## config.mk

```make
export PLATFORM = sky130hd
export DESIGN_NAME = printer_port
export DESIGN_NICKNAME = d
export VERILOG_FILES = /design/src/hdl/printer_port_pkg.sv /design/src/hdl/printer_port.sv
export SDC_FILE = /design/constraint.sdc
export NUM_CORES = 1
export LEC_CHECK = 0
export BUFFER_PORTS_ARGS = -buffer_cell sky130_fd_sc_hd__buf_2
export CORE_ASPECT_RATIO = 2
export CORE_UTILIZATION = 55
export DETAILED_ROUTE_END_ITERATION = 16
export GPL_TIMING_DRIVEN = 0
export PLACE_DENSITY = 0.73
export SLEW_MARGIN = 30
export SYNTH_ARGS = -nofsm -noshare
export SYNTH_HDL_FRONTEND = slang
export SYNTH_SLANG_ARGS = --single-unit
```

## constraint.sdc

```tcl
create_clock -name ref_clk_i -period 9 [get_ports ref_clk_i]
set_clock_uncertainty 0.15 [all_clocks]
set_input_delay 0.45 -clock ref_clk_i [delete_from_list [all_inputs] [get_ports ref_clk_i]]
set_output_delay 0.45 -clock ref_clk_i [all_outputs]
set_load 0.02 [all_outputs]
```

## src/hdl/printer_port_pkg.sv

```systemverilog
// Constants and types of the printer port register block
`default_nettype none
package printer_port_pkg;
  // Selectable base addresses
  localparam logic [15:0] BASE_A = 16'h0278;
  localparam logic [15:0] BASE_B = 16'h0378;
  localparam logic [15:0] BASE_C = 16'h03BC;
  // Offsets from the base
  localparam logic [11:0] OFS_DATA = 12'h000;
  localparam logic [11:0] OFS_STATUS = 12'h001;
  localparam logic [11:0] OFS_CTRL = 12'h002;
  localparam logic [11:0] OFS_EPP_ADDR = 12'h003;
  localparam logic [11:0] OFS_EPP_DATA = 12'h004;
  localparam logic [11:0] OFS_FIFO = 12'h400;
  localparam logic [11:0] OFS_CFG_B = 12'h401;
  localparam logic [11:0] OFS_ECR = 12'h402;
  // Mode numbers in extended_mode_control bits 5-3
  localparam logic [2:0] MODE_STD = 3'h0;
  localparam logic [2:0] MODE_BIDI = 3'h1;
  localparam logic [2:0] MODE_FIFO = 3'h2;
  localparam logic [2:0] MODE_ECP = 3'h3;
  localparam logic [2:0] MODE_EPP = 3'h4;
  localparam logic [2:0] MODE_TEST = 3'h5;
  localparam logic [2:0] MODE_CFG = 3'h6;
  // printer_line_control bit positions
  localparam int CTRL_STROBE = 0;
  localparam int CTRL_AUTO_LINE_FEED_N = 1;
  localparam int CTRL_INIT = 2;
  localparam int CTRL_SELIN = 3;
  localparam int CTRL_PORT_IRQ_ENABLE = 4;
  localparam int CTRL_DIR = 5;
  // Values after reset
  localparam logic [5:0] CTRL_RESET = 6'h04;
  localparam logic [7:0] DATA_RESET = 8'h00;
  localparam logic [5:0] ECR_RESET = 6'h05;
  localparam logic [7:0] CFG_B_RESET = 8'h00;
  localparam logic [7:0] CFG_A_VALUE = 8'h10;
  // FIFO shape
  localparam int FIFO_DEPTH = 16;
  localparam int FIFO_AW = 4;
  // Handshake timing
  localparam int CLK_PERIOD_NS = 10;
  localparam int SETUP_NS = 500;
  localparam int PULSE_NS = 500;
  localparam int HOLD_NS = 500;
  localparam int ADDR_PULSE_NS = 250;
  localparam int SETUP_CYC = (SETUP_NS + CLK_PERIOD_NS - 1) / CLK_PERIOD_NS;
  localparam int PULSE_CYC = (PULSE_NS + CLK_PERIOD_NS - 1) / CLK_PERIOD_NS;
  localparam int HOLD_CYC = (HOLD_NS + CLK_PERIOD_NS - 1) / CLK_PERIOD_NS;
  localparam int ADDR_PULSE_CYC = (ADDR_PULSE_NS + CLK_PERIOD_NS - 1) / CLK_PERIOD_NS;
  localparam logic [7:0] SETUP_CNT = 8'(SETUP_CYC);
  localparam logic [7:0] PULSE_CNT = 8'(PULSE_CYC);
  localparam logic [7:0] HOLD_CNT = 8'(HOLD_CYC);
  localparam logic [7:0] ADDR_PULSE_CNT = 8'(ADDR_PULSE_CYC);

  typedef enum logic [3:0] {
    ST_IDLE = 4'b0001,
    ST_SETUP = 4'b0010,
    ST_PULSE = 4'b0100,
    ST_HOLD = 4'b1000
  } xfer_state_t;

  typedef enum logic [1:0] {
    KIND_DATA = 2'h0,
    KIND_ADDR = 2'h1,
    KIND_CMD = 2'h2
  } xfer_kind_t;

  typedef struct packed {
    logic [7:0] data;
    logic fault_n;
    logic online;
    logic paper_out;
    logic ack_n;
    logic busy;
  } pins_t;

  typedef struct packed {
    logic tag;
    logic [7:0] value;
  } fifo_entry_t;
endpackage
`default_nettype wire

```

## src/hdl/printer_port.sv

```systemverilog
// Printer port register block with FIFO and peripheral handshake engine
`default_nettype none
module printer_port (
  input wire logic ref_clk_i,
  input wire logic rst_n_i,
  input wire logic [1:0] base_sel_i,
  input wire logic extended_modes_en_i,
  input wire logic [15:0] io_addr_i,
  input wire logic io_wr_i,
  input wire logic io_rd_i,
  input wire logic [7:0] io_wdata_i,
  output logic [7:0] io_rdata_o,
  input wire logic [7:0] pdata_i,
  output logic [7:0] pdata_o,
  output logic pdata_oe_n_o,
  input wire logic fault_n_i,
  input wire logic printer_online_i,
  input wire logic paper_out_i,
  input wire logic ack_n_i,
  input wire logic busy_i,
  output logic strobe_n_o,
  output logic auto_line_feed_n_o,
  output logic init_n_o,
  output logic printer_select_in_n_o,
  output logic addr_strobe_n_o,
  output logic port_irq_o
);
  localparam int ASTB_AT = printer_port_pkg::SETUP_CYC + 1;

  localparam int FIFO_AW_W = printer_port_pkg::FIFO_AW;
  printer_port_pkg::pins_t raw_pins, meta_pins, pins;
  printer_port_pkg::xfer_state_t state;
  printer_port_pkg::xfer_kind_t kind;
  printer_port_pkg::fifo_entry_t mem [printer_port_pkg::FIFO_DEPTH];
  printer_port_pkg::fifo_entry_t head;
  logic [15:0] base, diff;
  logic [11:0] ofs;
  logic [5:0] ctrl, extended_mode_control;
  logic [2:0] mode;
  logic [7:0] out_data, cfg_b, status_byte, next_rdata, cnt;
  logic [FIFO_AW_W:0] wr_ptr, rd_ptr;
  logic [6:0] run_len, repeat_left;
  logic hit, full, empty, push, pop, epp_read, ack_prev, irq_pending;
  logic wr_data, wr_ctrl, wr_eppa, wr_eppd, rd_eppd, wr_fifo, wr_afifo;
  logic rd_fifo, rd_status, wr_cfgb, wr_ecr, epp_go, eng_pop, drain_mode, drive_lines;

  // Address decode against the selected base
  always_comb begin
    if (base_sel_i == 2'h0) begin
      base = printer_port_pkg::BASE_A;
    end else if (base_sel_i == 2'h1) begin
      base = printer_port_pkg::BASE_B;
    end else begin
      base = printer_port_pkg::BASE_C;
    end
    diff = io_addr_i - base;
    ofs = diff[11:0];
    hit = (diff[15:3] == 13'h0000) ||
          ((diff[15:2] == 14'h0100) && (diff[1:0] != 2'h3));
  end
  assign mode = extended_mode_control[5:3];
  assign wr_data = io_wr_i && hit && ofs == printer_port_pkg::OFS_DATA &&
    (mode == printer_port_pkg::MODE_STD || mode == printer_port_pkg::MODE_BIDI ||
     mode == printer_port_pkg::MODE_EPP);
  assign wr_afifo = io_wr_i && hit && ofs == printer_port_pkg::OFS_DATA &&
    mode == printer_port_pkg::MODE_ECP;
  assign rd_status = io_rd_i && hit && ofs == printer_port_pkg::OFS_STATUS;
  assign wr_ctrl = io_wr_i && hit && ofs == printer_port_pkg::OFS_CTRL;
  assign wr_eppa = io_wr_i && hit && ofs == printer_port_pkg::OFS_EPP_ADDR &&
    mode == printer_port_pkg::MODE_EPP;
  assign wr_eppd = io_wr_i && hit && ofs[11:2] == printer_port_pkg::OFS_EPP_DATA[11:2] &&
    mode == printer_port_pkg::MODE_EPP;
  assign rd_eppd = io_rd_i && hit && ofs[11:2] == printer_port_pkg::OFS_EPP_DATA[11:2] &&
    mode == printer_port_pkg::MODE_EPP;
  assign wr_fifo = io_wr_i && hit && ofs == printer_port_pkg::OFS_FIFO &&
    (mode == printer_port_pkg::MODE_FIFO || mode == printer_port_pkg::MODE_ECP ||
     mode == printer_port_pkg::MODE_TEST);
  assign rd_fifo = io_rd_i && hit && ofs == printer_port_pkg::OFS_FIFO &&
    mode == printer_port_pkg::MODE_TEST;
  assign wr_cfgb = io_wr_i && hit && ofs == printer_port_pkg::OFS_CFG_B &&
    mode == printer_port_pkg::MODE_CFG;
  assign wr_ecr = io_wr_i && hit && ofs == printer_port_pkg::OFS_ECR;
  // Two-stage synchronisers on every connector input
  assign raw_pins = '{data: pdata_i, fault_n: fault_n_i, online: printer_online_i,
                      paper_out: paper_out_i, ack_n: ack_n_i, busy: busy_i};
  always_ff @(posedge ref_clk_i) begin
    if (!rst_n_i) begin
      meta_pins <= '1; // Idle-high levels, so no false ack edge after reset
      pins <= '1;
    end else begin
      meta_pins <= raw_pins;
      pins <= meta_pins;
    end
  end
  // Host-written registers
  always_ff @(posedge ref_clk_i) begin
    if (!rst_n_i) begin
      ctrl <= printer_port_pkg::CTRL_RESET;
      extended_mode_control <= printer_port_pkg::ECR_RESET;
      cfg_b <= printer_port_pkg::CFG_B_RESET;
    end else begin
      if (wr_ctrl) begin
        ctrl <= io_wdata_i[5:0];
      end
      if (wr_ecr) begin
        extended_mode_control <= io_wdata_i[7:2];
      end
      if (wr_cfgb) begin
        cfg_b <= io_wdata_i;
      end
    end
  end
  // Tagged FIFO shared by print, packet and test modes
  assign full = (wr_ptr[FIFO_AW_W] != rd_ptr[FIFO_AW_W]) &&
                (wr_ptr[FIFO_AW_W-1:0] == rd_ptr[FIFO_AW_W-1:0]);
  assign empty = wr_ptr == rd_ptr;
  assign head = mem[rd_ptr[FIFO_AW_W-1:0]];
  assign push = (wr_fifo || wr_afifo) && !full;
  assign pop = (rd_fifo || eng_pop) && !empty;
  always_ff @(posedge ref_clk_i) begin
    if (!rst_n_i || mode == printer_port_pkg::MODE_STD) begin
      wr_ptr <= '0;
      rd_ptr <= '0;
    end else begin
      if (push) begin
        mem[wr_ptr[FIFO_AW_W-1:0]] <= '{tag: wr_afifo, value: io_wdata_i};
        wr_ptr <= wr_ptr + 1'b1;
      end
      if (pop) begin
        rd_ptr <= rd_ptr + 1'b1;
      end
    end
  end
  // Engine drains in print mode, in packet mode only forward, never in test mode
  assign drain_mode = mode == printer_port_pkg::MODE_FIFO ||
    (mode == printer_port_pkg::MODE_ECP && !ctrl[printer_port_pkg::CTRL_DIR]);
  assign epp_go = (wr_eppa || wr_eppd || rd_eppd) && state == printer_port_pkg::ST_IDLE;
  assign eng_pop = state == printer_port_pkg::ST_IDLE && !empty && !epp_go &&
    drain_mode && pins.busy;
  // Handshake engine
  always_ff @(posedge ref_clk_i) begin
    if (!rst_n_i) begin
      state <= printer_port_pkg::ST_IDLE;
      kind <= printer_port_pkg::KIND_DATA;
      cnt <= '0;
      run_len <= '0;
      repeat_left <= '0;
      epp_read <= 1'b0;
    end else begin
      case (state)
        printer_port_pkg::ST_IDLE: begin
          if (epp_go) begin
            kind <= wr_eppa ? printer_port_pkg::KIND_ADDR : printer_port_pkg::KIND_DATA;
            epp_read <= rd_eppd;
            repeat_left <= '0;
            cnt <= printer_port_pkg::SETUP_CNT;
            state <= printer_port_pkg::ST_SETUP;
          end else if (eng_pop) begin
            if (head.tag && !head.value[7]) begin
              run_len <= head.value[6:0];
            end else begin
              kind <= head.tag ? printer_port_pkg::KIND_CMD : printer_port_pkg::KIND_DATA;
              repeat_left <= head.tag ? 7'h00 : run_len;
              run_len <= '0;
              epp_read <= 1'b0;
              cnt <= printer_port_pkg::SETUP_CNT;
              state <= printer_port_pkg::ST_SETUP;
            end
          end
        end
        printer_port_pkg::ST_SETUP: begin
          cnt <= cnt - 1'b1;
          if (cnt == 8'h01) begin
            cnt <= (kind == printer_port_pkg::KIND_ADDR) ? printer_port_pkg::ADDR_PULSE_CNT :
                   printer_port_pkg::PULSE_CNT;
            state <= printer_port_pkg::ST_PULSE;
          end
        end
        printer_port_pkg::ST_PULSE: begin
          cnt <= cnt - 1'b1;
          if (cnt == 8'h01) begin
            cnt <= printer_port_pkg::HOLD_CNT;
            state <= printer_port_pkg::ST_HOLD;
          end
        end
        printer_port_pkg::ST_HOLD: begin
          cnt <= cnt - 1'b1;
          if (cnt == 8'h01) begin
            if (repeat_left != 7'h00) begin
              repeat_left <= repeat_left - 1'b1;
              cnt <= printer_port_pkg::SETUP_CNT;
              state <= printer_port_pkg::ST_SETUP;
            end else begin
              epp_read <= 1'b0;
              state <= printer_port_pkg::ST_IDLE;
            end
          end
        end
        default: begin
          state <= printer_port_pkg::ST_IDLE;
        end
      endcase
    end
  end
  // Output data latch: host writes and engine loads
  always_ff @(posedge ref_clk_i) begin
    if (!rst_n_i) begin
      out_data <= printer_port_pkg::DATA_RESET;
    end else if (wr_data || (epp_go && !rd_eppd)) begin
      out_data <= io_wdata_i;
    end else if (eng_pop && !(head.tag && !head.value[7])) begin
      out_data <= head.value;
    end
  end
  // Acknowledge interrupt; disabling discards, a status read clears, an edge wins the read
  always_ff @(posedge ref_clk_i) begin
    if (!rst_n_i) begin
      ack_prev <= 1'b1;
      irq_pending <= 1'b0;
    end else begin
      ack_prev <= pins.ack_n;
      if (!ctrl[printer_port_pkg::CTRL_PORT_IRQ_ENABLE]) begin
        irq_pending <= 1'b0;
      end else if (pins.ack_n && !ack_prev) begin
        irq_pending <= 1'b1;
      end else if (rd_status) begin
        irq_pending <= 1'b0;
      end
    end
  end
  // Direction: standard mode always drives, reverse only with extended modes
  assign drive_lines = !(extended_modes_en_i && ctrl[printer_port_pkg::CTRL_DIR] &&
    mode != printer_port_pkg::MODE_STD) && !epp_read;
  assign pdata_oe_n_o = !drive_lines;
  assign pdata_o = out_data;
  assign strobe_n_o = !(ctrl[printer_port_pkg::CTRL_STROBE] ||
    (state == printer_port_pkg::ST_PULSE && kind != printer_port_pkg::KIND_ADDR));
  assign addr_strobe_n_o = !(state == printer_port_pkg::ST_PULSE &&
    kind == printer_port_pkg::KIND_ADDR);
  assign auto_line_feed_n_o = !(ctrl[printer_port_pkg::CTRL_AUTO_LINE_FEED_N] ||
    (state != printer_port_pkg::ST_IDLE && kind == printer_port_pkg::KIND_CMD));
  assign init_n_o = ctrl[printer_port_pkg::CTRL_INIT];
  assign printer_select_in_n_o = !ctrl[printer_port_pkg::CTRL_SELIN];
  assign port_irq_o = irq_pending;
  assign status_byte = {pins.busy, pins.ack_n, pins.paper_out, pins.online,
                        !pins.fault_n, 3'h0};
  // Read mux; reads land one cycle after the strobe
  always_comb begin
    next_rdata = 8'h00;
    if (!hit) begin
      next_rdata = 8'h00;
    end else if (ofs == printer_port_pkg::OFS_DATA) begin
      next_rdata = pins.data;
    end else if (ofs == printer_port_pkg::OFS_STATUS) begin
      next_rdata = status_byte;
    end else if (ofs == printer_port_pkg::OFS_CTRL) begin
      next_rdata = {2'h0, ctrl};
    end else if (ofs[11:2] == printer_port_pkg::OFS_EPP_DATA[11:2] ||
                 ofs == printer_port_pkg::OFS_EPP_ADDR) begin
      next_rdata = (mode == printer_port_pkg::MODE_EPP) ? pins.data : 8'h00;
    end else if (ofs == printer_port_pkg::OFS_FIFO) begin
      if (mode == printer_port_pkg::MODE_CFG) begin
        next_rdata = printer_port_pkg::CFG_A_VALUE;
      end else if (mode == printer_port_pkg::MODE_TEST) begin
        next_rdata = head.value;
      end
    end else if (ofs == printer_port_pkg::OFS_CFG_B) begin
      if (mode == printer_port_pkg::MODE_CFG) begin
        next_rdata = {1'b0, irq_pending, 6'h00};
      end
    end else if (ofs == printer_port_pkg::OFS_ECR) begin
      next_rdata = {extended_mode_control, full, empty};
    end
  end

  always_ff @(posedge ref_clk_i) begin
    if (!rst_n_i) begin
      io_rdata_o <= 8'h00;
    end else if (io_rd_i) begin
      io_rdata_o <= next_rdata;
    end
  end
endmodule
`default_nettype wire

```

==> metrics.md, run 1 <==
| Metric | Value |
|---|---|
| Final wirelength | `between 20000 and 30000 um` |
| Syn Inst Count | `827` |
| Layout cell share with drive strength beyond 1 | `18.90%` |
| GR Layer Usage met2 | `between 50% and 60%` |
| Drt first-iter violations | `335` |
| Worst min path class | `in2reg` |
| F_max | `0.2239 GHz` |
| Initial DRT Pass Iterations | `5` |
| Tot GR Track Use | `between 20% and 30%` |
| Initial antenna violation count | `0` |
| Clock latency reported for the late side of the worst-skew pair | `0.51 ns` |
| Mapped Nets | `884` |
| Most common cell after layout, fill and taps aside | `edfxtp_1` |
| Outcome | `finished, final reports clean` |
| Core Rows | `71` |
| Setup bufs post-CTS | `0` |
| Ys flop type | `edfxtp_1` |
| Worst slew pin tran | `0.9995 ns` |
| Endpoints failing setup | `0` |
| CP Class | `in2reg` |
| # clock sinks | `243` |
| Post-Syn Area per Cell | `12.83 sq um` |
| Layout Nets | `989` |
| Power consumption | `2.242 mW` |
| Routed vias | `7258` |
| CTS tree | `yes` |
| Syn. warnings | `0` |
| Placed Area | `11340 sq um` |
| Initial Utilization | `between 50% and 60%` |
| TritonCTS Buffers | `21` |
| RD Place Congestion | `0.9479` |
| Die width | `100.2 um` |
| Data required, critical path | `8.99 ns` |
| RSZ-0062 raised after global routing | `no` |
| First-pass GRT wire length | `39050 um` |
| Slew Viols, Final | `0` |
| Wire length per cell | `21.18 um` |
| Die area | `19880 sq um` |
| Clock tree buffer depth | `3` |
| Global routing usage on met1 | `25.53%` |
| Multi-input logic area | `around 4100 sq um` |
| Crit-path max FO | `10` |
| Final ANT Viol Nets | `0` |
| Max-cap viol count | `0` |
| Fillers | `roughly 1500` |
| Synth cell types | `76` |
| Final core occ | `64.25%` |
| Register area | `approximately 6300 sq um` |
| Largest net degree at the start of global routing | `20` |
| Chip height | `198.4 um` |
| Pre-CTS WS | `roughly 4.0 ns` |
| Grt ovf | `0` |
| Vias in the first global route | `7434` |
| Crit. End Element | `register` |
| Most frequent cells in the layout | `edfxtp_1 (144), dfxtp_1 (99), buf_2 (70)` |
| Core ar. | `18830 sq um` |
| Minimum clock period | `4.465 ns` |
| Io pins | `67` |
| Hpwl dp | `18770 um` |
| Met3 Resource Use GR | `3.057%` |
| Post-synth EDFFs | `144` |
| Htree depth | `1` |
| DRC | `0` |
| # port buffers | `64` |
| Async set-reset flop share out of synthesis | `0%` |
| Clk root buf | `clkbuf_16` |
| Clk slew on worst S/H paths | `0.07 ns` |
| Max-slew headroom | `between 30% and 40%` |
| Grt peak-use layer | `met2` |
| Final Hold Vio Count | `0` |
| Final TNS setup | `0 ns` |
| Peak VDD IR | `roughly 150 uV` |
| Final worst slack | `~4.5 ns` |
| Static leakage | `approximately 4.3 nW` |
| Design area | `12100 sq um` |
| Post-synthesis sequential area ratio | `59.43%` |
| Mapped Area | `10610 sq um` |
| Yosys reg bits | `243` |
| Crit share post-route | `49.62%` |
| PwrDens | `185.3 nW/um^2` |
| CP arrival | `4.45 ns` |
| Worst setup SP type | `primary input` |
| Vias per Instance | `between 6 and 7` |
| Area growth syn-to-layout | `14.05%` |
| Inserted Diodes | `0` |
-- cells by family (layout without fill, tap and decap cells) --
kind of cell	count (synthesis)	count (layout)	synth area share (%)
buffers and inverters	57	177	2.123
AND/OR/NAND/NOR	273	273	13.66
multiplexers	69	69	11.71
adder cells (fa/ha/maj)	13	13	1.533
flip-flops	243	243	59.43
XOR/XNOR	17	17	1.474
AO/OA/AOI/OAI	155	155	10.07
-- power by group --
group	switching, mW	leakage [nW]	total (mW)	internal (mW)
registers	0.00932	2.14	1.20	1.19
logic	0.124	1.84	0.196	0.0722
clock network	0.390	0.296	0.849	0.459
-- cell usage after synthesis, drive strengths merged (4+ instances only) --
master | count | area [sq um]
edfxtp | 144 | 4324
dfxtp | 99 | 1982
nor2 | 67 | 254.0
nand2 | 48 | 180.2
mux4 | 44 | 991.0
nand2b | 37 | 231.5
a21oi | 33 | 165.2
o21ai | 32 | 163.9
nor3 | 30 | 176.4
clkbuf | 26 | 97.59
mux2i | 24 | 240.2
nand3 | 24 | 125.1
inv | 21 | 78.82
ha | 13 | 162.7
nand4 | 12 | 75.07
a22o | 11 | 96.34
a211oi | 10 | 80.07
buf | 10 | 48.80
a22oi | 9 | 67.56
xnor2 | 9 | 86.34
a31oi | 8 | 56.30
nor2b | 8 | 50.05
xor2 | 8 | 70.07
and3 | 7 | 43.79
nor4 | 6 | 43.79
o21a | 6 | 45.04
or3 | 6 | 42.54
and4 | 5 | 43.79
nor3b | 5 | 37.54
o22ai | 5 | 31.28
a221oi | 4 | 35.03
o21bai | 4 | 30.03
or4 | 4 | 30.03
-- metal layers --
layer	vias to the layer above	share of wire [%]	routed length [um]
met2	225	56	14190
met5	-	0	0
met4	0	6.3	1616
met3	86	3.8	973
met1	3566	34	8679
li1	3381	-	-
-- final cells by class --
class | instances | share of cell area, %
flip-flops and latches | 243 | 52.11
multi-input cells | 527 | 34.16
clock buffers | 26 | 4.498
repair buffers | 82 | 4.033
well taps | 255 | 2.637
plain buffers | 36 | 1.210
clock inverters | 12 | 0.6928
inverters | 21 | 0.6514
-- registers in the layout, indices dropped and copies added (netlist names), 2 cells and up, named ones only --
register               cells
ctrl                       6
meta_pins                 13
pins                      13
io_rdata_o                 8
repeat_left                7
state                      4
extended_mode_control      6
run_len                    7
wr_ptr                     5
cnt                        8
mem                      144
kind                       2
pdata_o                    8
rd_ptr                     5
-- final timing paths --
check,from,to,slack (ns),depth (start not counted)
max,base_sel_i[1],mem[7][0]$_DFFE_PP_,4.53,13
min,io_rd_i,io_rdata_o[6]$_SDFFE_PN0P_,0.16,4
max reg2reg,register,io_rdata_o[2]$_SDFFE_PN0P_,5.33,7
min reg2reg,meta_pins[3]$_SDFF_PN1_,pins[3]$_SDFF_PN1_,0.26,1
-- per-stage QoR --
| stage | std cells | hold slack [ns] |
|---|---|---|
| after floorplan | 827 | 0.2363 |
| after CTS | 1202 | 0.1317 |
| after global placement | 1146 | 0.2425 |
| final | 1202 | 0.1602 |
| after global routing | 1202 | 0.1769 |
| after detailed placement | 1151 | 0.2436 |
-- worst max-delay path, cell delays in order --
cell	delay, ns
buf_2	0.13
nor2_1	0.11
ha_1	0.32
and2_4	0.22
a221o_1	0.39
o21ai_2	0.22
xnor2_2	0.19
clkbuf_1	0.43
o21ai_0	0.14
or3_1	0.47
nor3_2	0.34
nand2_1	0.21
nor2_1	0.81
-- repair_timing --
action | CTS | global route
hold buffers | 13 | 0
hold endpoints to repair | 13 | 0
resized for setup | 0 | 0
Power figures use the tool's default switching activity.
==> run 2: changes to the inputs <==
--- a/config.mk
+++ b/config.mk
@@ -10,7 +10,7 @@
 export CORE_UTILIZATION = 55
 export DETAILED_ROUTE_END_ITERATION = 16
 export GPL_TIMING_DRIVEN = 0
-export PLACE_DENSITY = 0.73
+export PLACE_DENSITY = 0.76
 export SLEW_MARGIN = 30
 export SYNTH_ARGS = -nofsm -noshare
 export SYNTH_HDL_FRONTEND = slang
==> constraint.sdc (replaced) <==
create_clock -name ref_clk_i -period 3.7 [get_ports ref_clk_i]
set_clock_uncertainty 0.15 [all_clocks]
set_input_delay 0.185 -clock ref_clk_i [delete_from_list [all_inputs] [get_ports ref_clk_i]]
set_output_delay 0.185 -clock ref_clk_i [all_outputs]
set_load 0.02 [all_outputs]
==> run 2 against run 1 <==
Compared with the run above: die area unchanged; count of clock-buffer cells in the layout up 7; setup slack worse by 4.4 ns; power rose to 2.5 times the previous value; sequential power up 140%; routed wire length up 9.2%; sequential share of layout area down 2.6 points; critical path type unchanged; critical endpoint is now mem[0][5]$_DFFE_PP_.
==> metrics.md, run 2 (synthesized netlist as in run 1, its figures left out) <==
| Metric | Value |
|---|---|
| Met3 Resource Use GR | `3.760%` |
| Outcome | `finished, final reports clean` |
| Layout cell share with drive strength beyond 1 | `22.51%` |
| Minimum clock period | `3.573 ns` |
| Placed Cells incl. Taps | `1147` |
| Hold Slack | `around 0.075 ns` |
| Crit share post-route | `96.57%` |
| First-pass GRT wire length | `42230 um` |
| CP arrival | `3.67 ns` |
| Sw Pwr | `1.317 mW` |
| Max-cap viol count | `0` |
| Multi-input logic area | `4272 sq um` |
| Chip height | `198.4 um` |
| Crit. End Element | `register` |
| Initial Utilization | `between 50% and 60%` |
| Die width | `100.2 um` |
| Clock tree buffer depth | `3` |
| Routed vias | `7524` |
| Largest net degree at the start of global routing | `20` |
| Cell mode on critical path | `nor3_4` |
| GR Layer Usage met2 | `between 50% and 60%` |
| Clk slew on worst S/H paths | `0.07 ns` |
| Sw Share | `23.34%` |
| Data required, critical path | `3.79 ns` |
| Clk root buf | `clkbuf_16` |
| Final wirelength | `27810 um` |
| Clock power share | `39.7%` |
| Worst min path class | `in2reg` |
| CP Class | `in2reg` |
| Htree depth | `1` |
| Final worst slack | `0.1269 ns` |
| Worst slew pin tran | `0.9779 ns` |
| Clock latency reported for the late side of the worst-skew pair | `0.53 ns` |
| Global routing usage on met1 | `~28%` |
| Register area | `6306 sq um` |
| Grt peak-use layer | `met2` |
| # port buffers | `64` |
| Die area | `19880 sq um` |
| Drt first-iter violations | `411` |
| Crit-path max FO | `9` |
| Vias per Instance | `6.127` |
| Design area | `12750 sq um` |
| Fillers | `around 1300` |
| Slew Viols, Final | `0` |
| CTS tree | `yes` |
| Placed Area | `11300 sq um` |
| Tot GR Track Use | `28.80%` |
| Final Instance Count excl. Fillers | `1228` |
| Final TNS setup | `0 ns` |
| Most common cell after layout, fill and taps aside | `edfxtp_1` |
| Wire length per cell | `between 20 and 25 um` |
| Final ANT Viol Nets | `0` |
| Internal power | `4.325 mW` |
| Max reg flops | `about 140` |
| Grt ovf | `0` |
| Static leakage | `~4.5 nW` |
| Inserted Diodes | `0` |
| RSZ-0062 raised after global routing | `yes` |
| Peak VDD IR | `392.1 uV` |
| Core ar. | `18830 sq um` |
| Core Rows | `71` |
| Reg power frac | `51.6%` |
| CP top delay family | `simple AND/OR/NAND/NOR gates` |
| Pre-CTS WS | `-0.9552 ns` |
| TritonCTS Buffers | `22` |
| CP Buf/Inv Count | `3` |
| Slowest stage delay, CP | `0.48 ns` |
| Combinational share of power | `8.7%` |
| Max-slew headroom | `34.45%` |
| Slowest cell on the critical path | `or3_4` |
| Crit-path cells | `buf_2, nor2_1, ha_1, and2_4, a221o_1, o22ai_1, nor4bb_2, clkbuf_4, nand4_1, or3_4, nor3_4, nand2_2, nor3_4, buf_12` |
| PwrDens | `442.6 nW/um^2` |
| Worst setup SP type | `primary input` |
| RD Place Congestion | `1.002` |
| DRC | `0` |
| Area growth syn-to-layout | `20.14%` |
| Final Hold Vio Count | `0` |
| Vias in the first global route | `7800` |
| Initial DRT Pass Iterations | `4` |
| Io pins | `67` |
| Layout Nets | `1014` |
| Most frequent cells in the layout | `edfxtp_1 (144), dfxtp_1 (99), buf_2 (69)` |
| # clock sinks | `~240` |
| Endpoints failing setup | `0` |
| Initial antenna violation count | `0` |
| F_max | `0.2799 GHz` |
| Hpwl dp | `roughly 19000 um` |
## run 2: cell types whose count changed in the layout (fill, tap and decap cells not counted), moves of 7 or more
cell / delta
buf_12: +16
clkinv_1: -8
dlygate4sd3_1: +10
nor2_2: -7
nor2_4: +12
## run 2: power by group through the flow
stage,Combinational [mW],Clock (mW),Sequential [mW]
2_1_floorplan,0.303,0,2.96
3_3_place_gp,0.445,0,2.97
3_5_place_dp,0.463,0,2.97
4_1_cts,0.485,2.26,2.91
5_1_grt,0.542,2.36,2.91
6_report,0.491,2.24,2.91
## run 2: final cells by class
| class | instances | share of cell area, % |
|---|---|---|
| buffer | 34 | 1.129 |
| inverter | 21 | 0.6184 |
| timing repair buffer | 108 | 7.126 |
| multi-input combinational | 527 | 33.51 |
| clock inverter | 7 | 0.4417 |
| sequential | 243 | 49.47 |
| tap | 255 | 2.503 |
| clock buffer | 33 | 5.202 |
## run 2: worst paths after layout
path,to,slack [ns],from,cells past startpoint
worst max register to register,io_rdata_o[2]$_SDFFE_PN0P_,0.22,register,7
worst max-delay path,mem[0][5]$_DFFE_PP_,0.13,base_sel_i[1],14
worst min-delay path,wr_ptr[0]$_SDFFE_PP0P_,0.07,io_wr_i,4
worst min register to register,pins[4]$_SDFF_PN1_,0.26,meta_pins[4]$_SDFF_PN1_,1
## run 2: worst reg2reg max path: cells and delay by family, from the launching register on
| kind | cells | cell delay [ns] |
|---|---|---|
| buffers and inverters | 3 | 1.45 |
| AOI/OAI and AO/OA | 2 | 0.49 |
| DFF | 1 | 0.30 |
| muxes | 2 | 0.97 |
## run 2: layer usage
layer,vias up,share of wire (%)
met2,259,56
li1,3444,-
met5,-,0
met3,108,4.0
met1,3713,33
met4,0,6.8
## run 2: timing repair
item	4_1_cts	5_1_grt
hold endpoints to repair	159	0
gates resized for setup	22	15
endpoints found under the setup margin	144	165
pin swaps	9	5
hold buffers	23	0
buffers inserted	16	4
## run 2: metrics by stage
step	power [mW]	util (%)
detailed placement	3.432	60.03
global placement	3.413	59.84
global route	5.815	67.69
floorplan	3.265	-
finish	5.642	67.69
CTS	5.655	66.99
==> run 3: changes to the inputs <==
--- a/config.mk
+++ b/config.mk
@@ -10,7 +10,7 @@
 export CORE_UTILIZATION = 55
 export DETAILED_ROUTE_END_ITERATION = 16
 export GPL_TIMING_DRIVEN = 0
-export PLACE_DENSITY = 0.76
+export PLACE_DENSITY = 0.73
 export SLEW_MARGIN = 30
 export SYNTH_ARGS = -nofsm -noshare
 export SYNTH_HDL_FRONTEND = slang
==> constraint.sdc (replaced) <==
create_clock -name ref_clk_i -period 4.6 [get_ports ref_clk_i]
set_clock_uncertainty 0.15 [all_clocks]
set_input_delay 0.23 -clock ref_clk_i [delete_from_list [all_inputs] [get_ports ref_clk_i]]
set_output_delay 0.23 -clock ref_clk_i [all_outputs]
set_load 0.02 [all_outputs]
==> run 3 against run 2 <==
Compared with the run above: combinational power is 21% lower; sequential power down 20%; clock power is 26% lower; power is 22% lower; register-to-register slack improved by 0.72 ns; sequential share of layout area increased by 2.3 points; critical path depth down 1; setup slack better by 0.22 ns; critical path type unchanged.
==> metrics.md, run 3 (synthesized netlist as in run 1, its figures left out) <==
| Metric | Value |
|---|---|
| Final ANT Viol Nets | `0` |
| Initial antenna violation count | `0` |
| Grt ovf | `0` |
| Final Hold Vio Count | `0` |
| RD Place Congestion | `approximately 0.95` |
| Routed vias | `7324` |
| CTS tree | `yes` |
| Io pins | `67` |
| Die width | `100.2 um` |
| F_max | `about 0.23 GHz` |
| Final core occ | `roughly two thirds` |
| CP top delay family | `simple AND/OR/NAND/NOR gates` |
| Core Rows | `71` |
| Crit share post-route | `just over 90%` |
| Inserted Diodes | `0` |
| CP Buf/Inv Count | `2` |
| Min-delay src | `io_wdata_i[7]` |
| R2R Setup Slk | `0.94 ns` |
| Vias in the first global route | `7448` |
| # clock sinks | `243` |
| TritonCTS Buffers | `21` |
| R2r worst-path depth | `7` |
| Drt first-iter violations | `333` |
| Most frequent cells in the layout | `edfxtp_1 (144), dfxtp_1 (99), buf_2 (70)` |
| Area growth syn-to-layout | `14.80%` |
| Hold endpoint | `mem[1][7]$_DFFE_PP_` |
| Static leakage | `4.307 nW` |
| CP arrival | `between 4 and 5 ns` |
| Worst R2R End | `io_rdata_o[2]$_SDFFE_PN0P_` |
| Initial Utilization | `56.34%` |
| Crit. End Element | `register` |
| Most common cell after layout, fill and taps aside | `edfxtp_1` |
| Data required, critical path | `4.59 ns` |
| Die area | `19880 sq um` |
| Largest net degree at the start of global routing | `20` |
| # port buffers | `64` |
| Core ar. | `roughly 19000 sq um` |
| Initial DRT Pass Iterations | `4` |
| Hpwl dp | `18770 um` |
| Final Instance Count excl. Fillers | `approximately 1200` |
| Worst min path class | `in2reg` |
| Wire length per cell | `21.09 um` |
| RSZ-0062 raised after global routing | `no` |
| First-pass GRT wire length | `a little under 40000 um` |
| Hold Path Depth | `1` |
| Final wirelength | `25510 um` |
| Layout cell share with drive strength beyond 1 | `18.74%` |
| Setup bufs post-CTS | `0` |
| Placed Cells incl. Taps | `approximately 1200` |
| Design area | `12180 sq um` |
| Placed Area | `11340 sq um` |
| Worst setup SP type | `primary input` |
| Endpoints failing setup | `0` |
| Max-slew headroom | `32.59%` |
| Worst slew pin tran | `1.007 ns` |
| Minimum clock period | `4.257 ns` |
| Max reg flops | `144` |
| DRC | `0` |
| Slew Viols, Final | `0` |
| Slowest stage delay, CP | `0.81 ns` |
| Power consumption | `4.392 mW` |
| Clock tree buffer depth | `3` |
| Peak VDD IR | `296.8 uV` |
| Clk slew on worst S/H paths | `approximately 0.070 ns` |
| Crit-path cells | `buf_2, nor2_1, ha_1, and2_4, a221o_1, o21ai_2, xnor2_2, clkbuf_1, o21ai_0, or3_1, nor3_2, nand2_1, nor2_1` |
| Max-cap viol count | `0` |
| Clk root buf | `clkbuf_16` |
| Chip height | `198.4 um` |
| Cell mode on critical path | `nor2_1` |
| Htree depth | `1` |
| Layout Nets | `997` |
| Crit-path max FO | `10` |
| PwrDens | `360.6 nW/um^2` |
| CP Class | `in2reg` |
| Tot GR Track Use | `26.43%` |
| Clock latency reported for the late side of the worst-skew pair | `0.52 ns` |
| Vias per Instance | `roughly 6` |
| Hold Slack | `0.003782 ns` |
| Post-cts sizing count | `0` |
| Outcome | `finished, final reports clean` |
| Slowest cell on the critical path | `nor2_1` |
## run 3: cell count changes in the layout (fill, tap and decap cells not counted), moves of 4 or more
cell | before | now
buf_12 | 16 | 0
clkbuf_8 | 5 | 0
clkinv_1 | 0 | 8
nand2_1 | 44 | 48
nor2_1 | 54 | 59
nor2_2 | 1 | 8
nor2_4 | 12 | 0
nor3_2 | 3 | 8
nor3_4 | 6 | 1
## run 3: worst max path at each step
stage / from / endpoint / slack (ns) / cells past startpoint
final: base_sel_i[1] / mem[7][0]$_DFFE_PP_ / 0.34 / 13
after global routing: base_sel_i[1] / mem[7][6]$_DFFE_PP_ / 0.20 / 12
after CTS: base_sel_i[1] / mem[6][6]$_DFFE_PP_ / 0.31 / 13
after detailed placement: base_sel_i[1] / mem[6][0]$_DFFE_PP_ / -0.22 / 13
after global placement: base_sel_i[1] / mem[3][0]$_DFFE_PP_ / -0.49 / 13
after floorplan: base_sel_i[1] / mem[0][0]$_DFFE_PP_ / 0.65 / 12
## run 3: repair_timing
| item | CTS | global route |
|---|---|---|
| hold endpoints to repair | 116 | 0 |
| endpoints found under the setup margin | 0 | 0 |
| hold buffers | 21 | 0 |
## run 3: layer usage
| metal | GRT usage [%] | routed length [um] | part of all wire [%] |
|---|---|---|---|
| met1 | 25.60 | 8762 | 34 |
| met2 | 51.29 | 14170 | 56 |
| met3 | 3.057 | 937 | 3.7 |
| met4 | 16.69 | 1643 | 6.4 |
| met5 | 0 | 0 | 0 |
## run 3: final cells by class
type,instances,area [sq um]
Inverter,21,78.83
Fill cell,1487,6653
Buffer,36,146.4
Sequential cell,243,6306
Clock inverter,12,83.83
Timing Repair Buffer,90,568.0
Tap cell,255,319.1
Multi-Input combinational cell,527,4134
Clock buffer,26,544.3
## run 3: through the flow
step | worst slack, ns | setup TNS, ns
after floorplan | 0.6501 | 0
after global placement | -0.4878 | -26.04
after detailed placement | -0.2240 | -9.158
after CTS | 0.3063 | 0
after global routing | 0.2036 | 0
final | 0.3432 | 0
## run 3: power breakdown
group	switching (mW)	total, mW	internal [mW]
registers	0.0183	2.34	2.32
logic	0.242	0.388	0.146
clock network	0.764	1.66	0.898
total	1.02	4.39	3.37
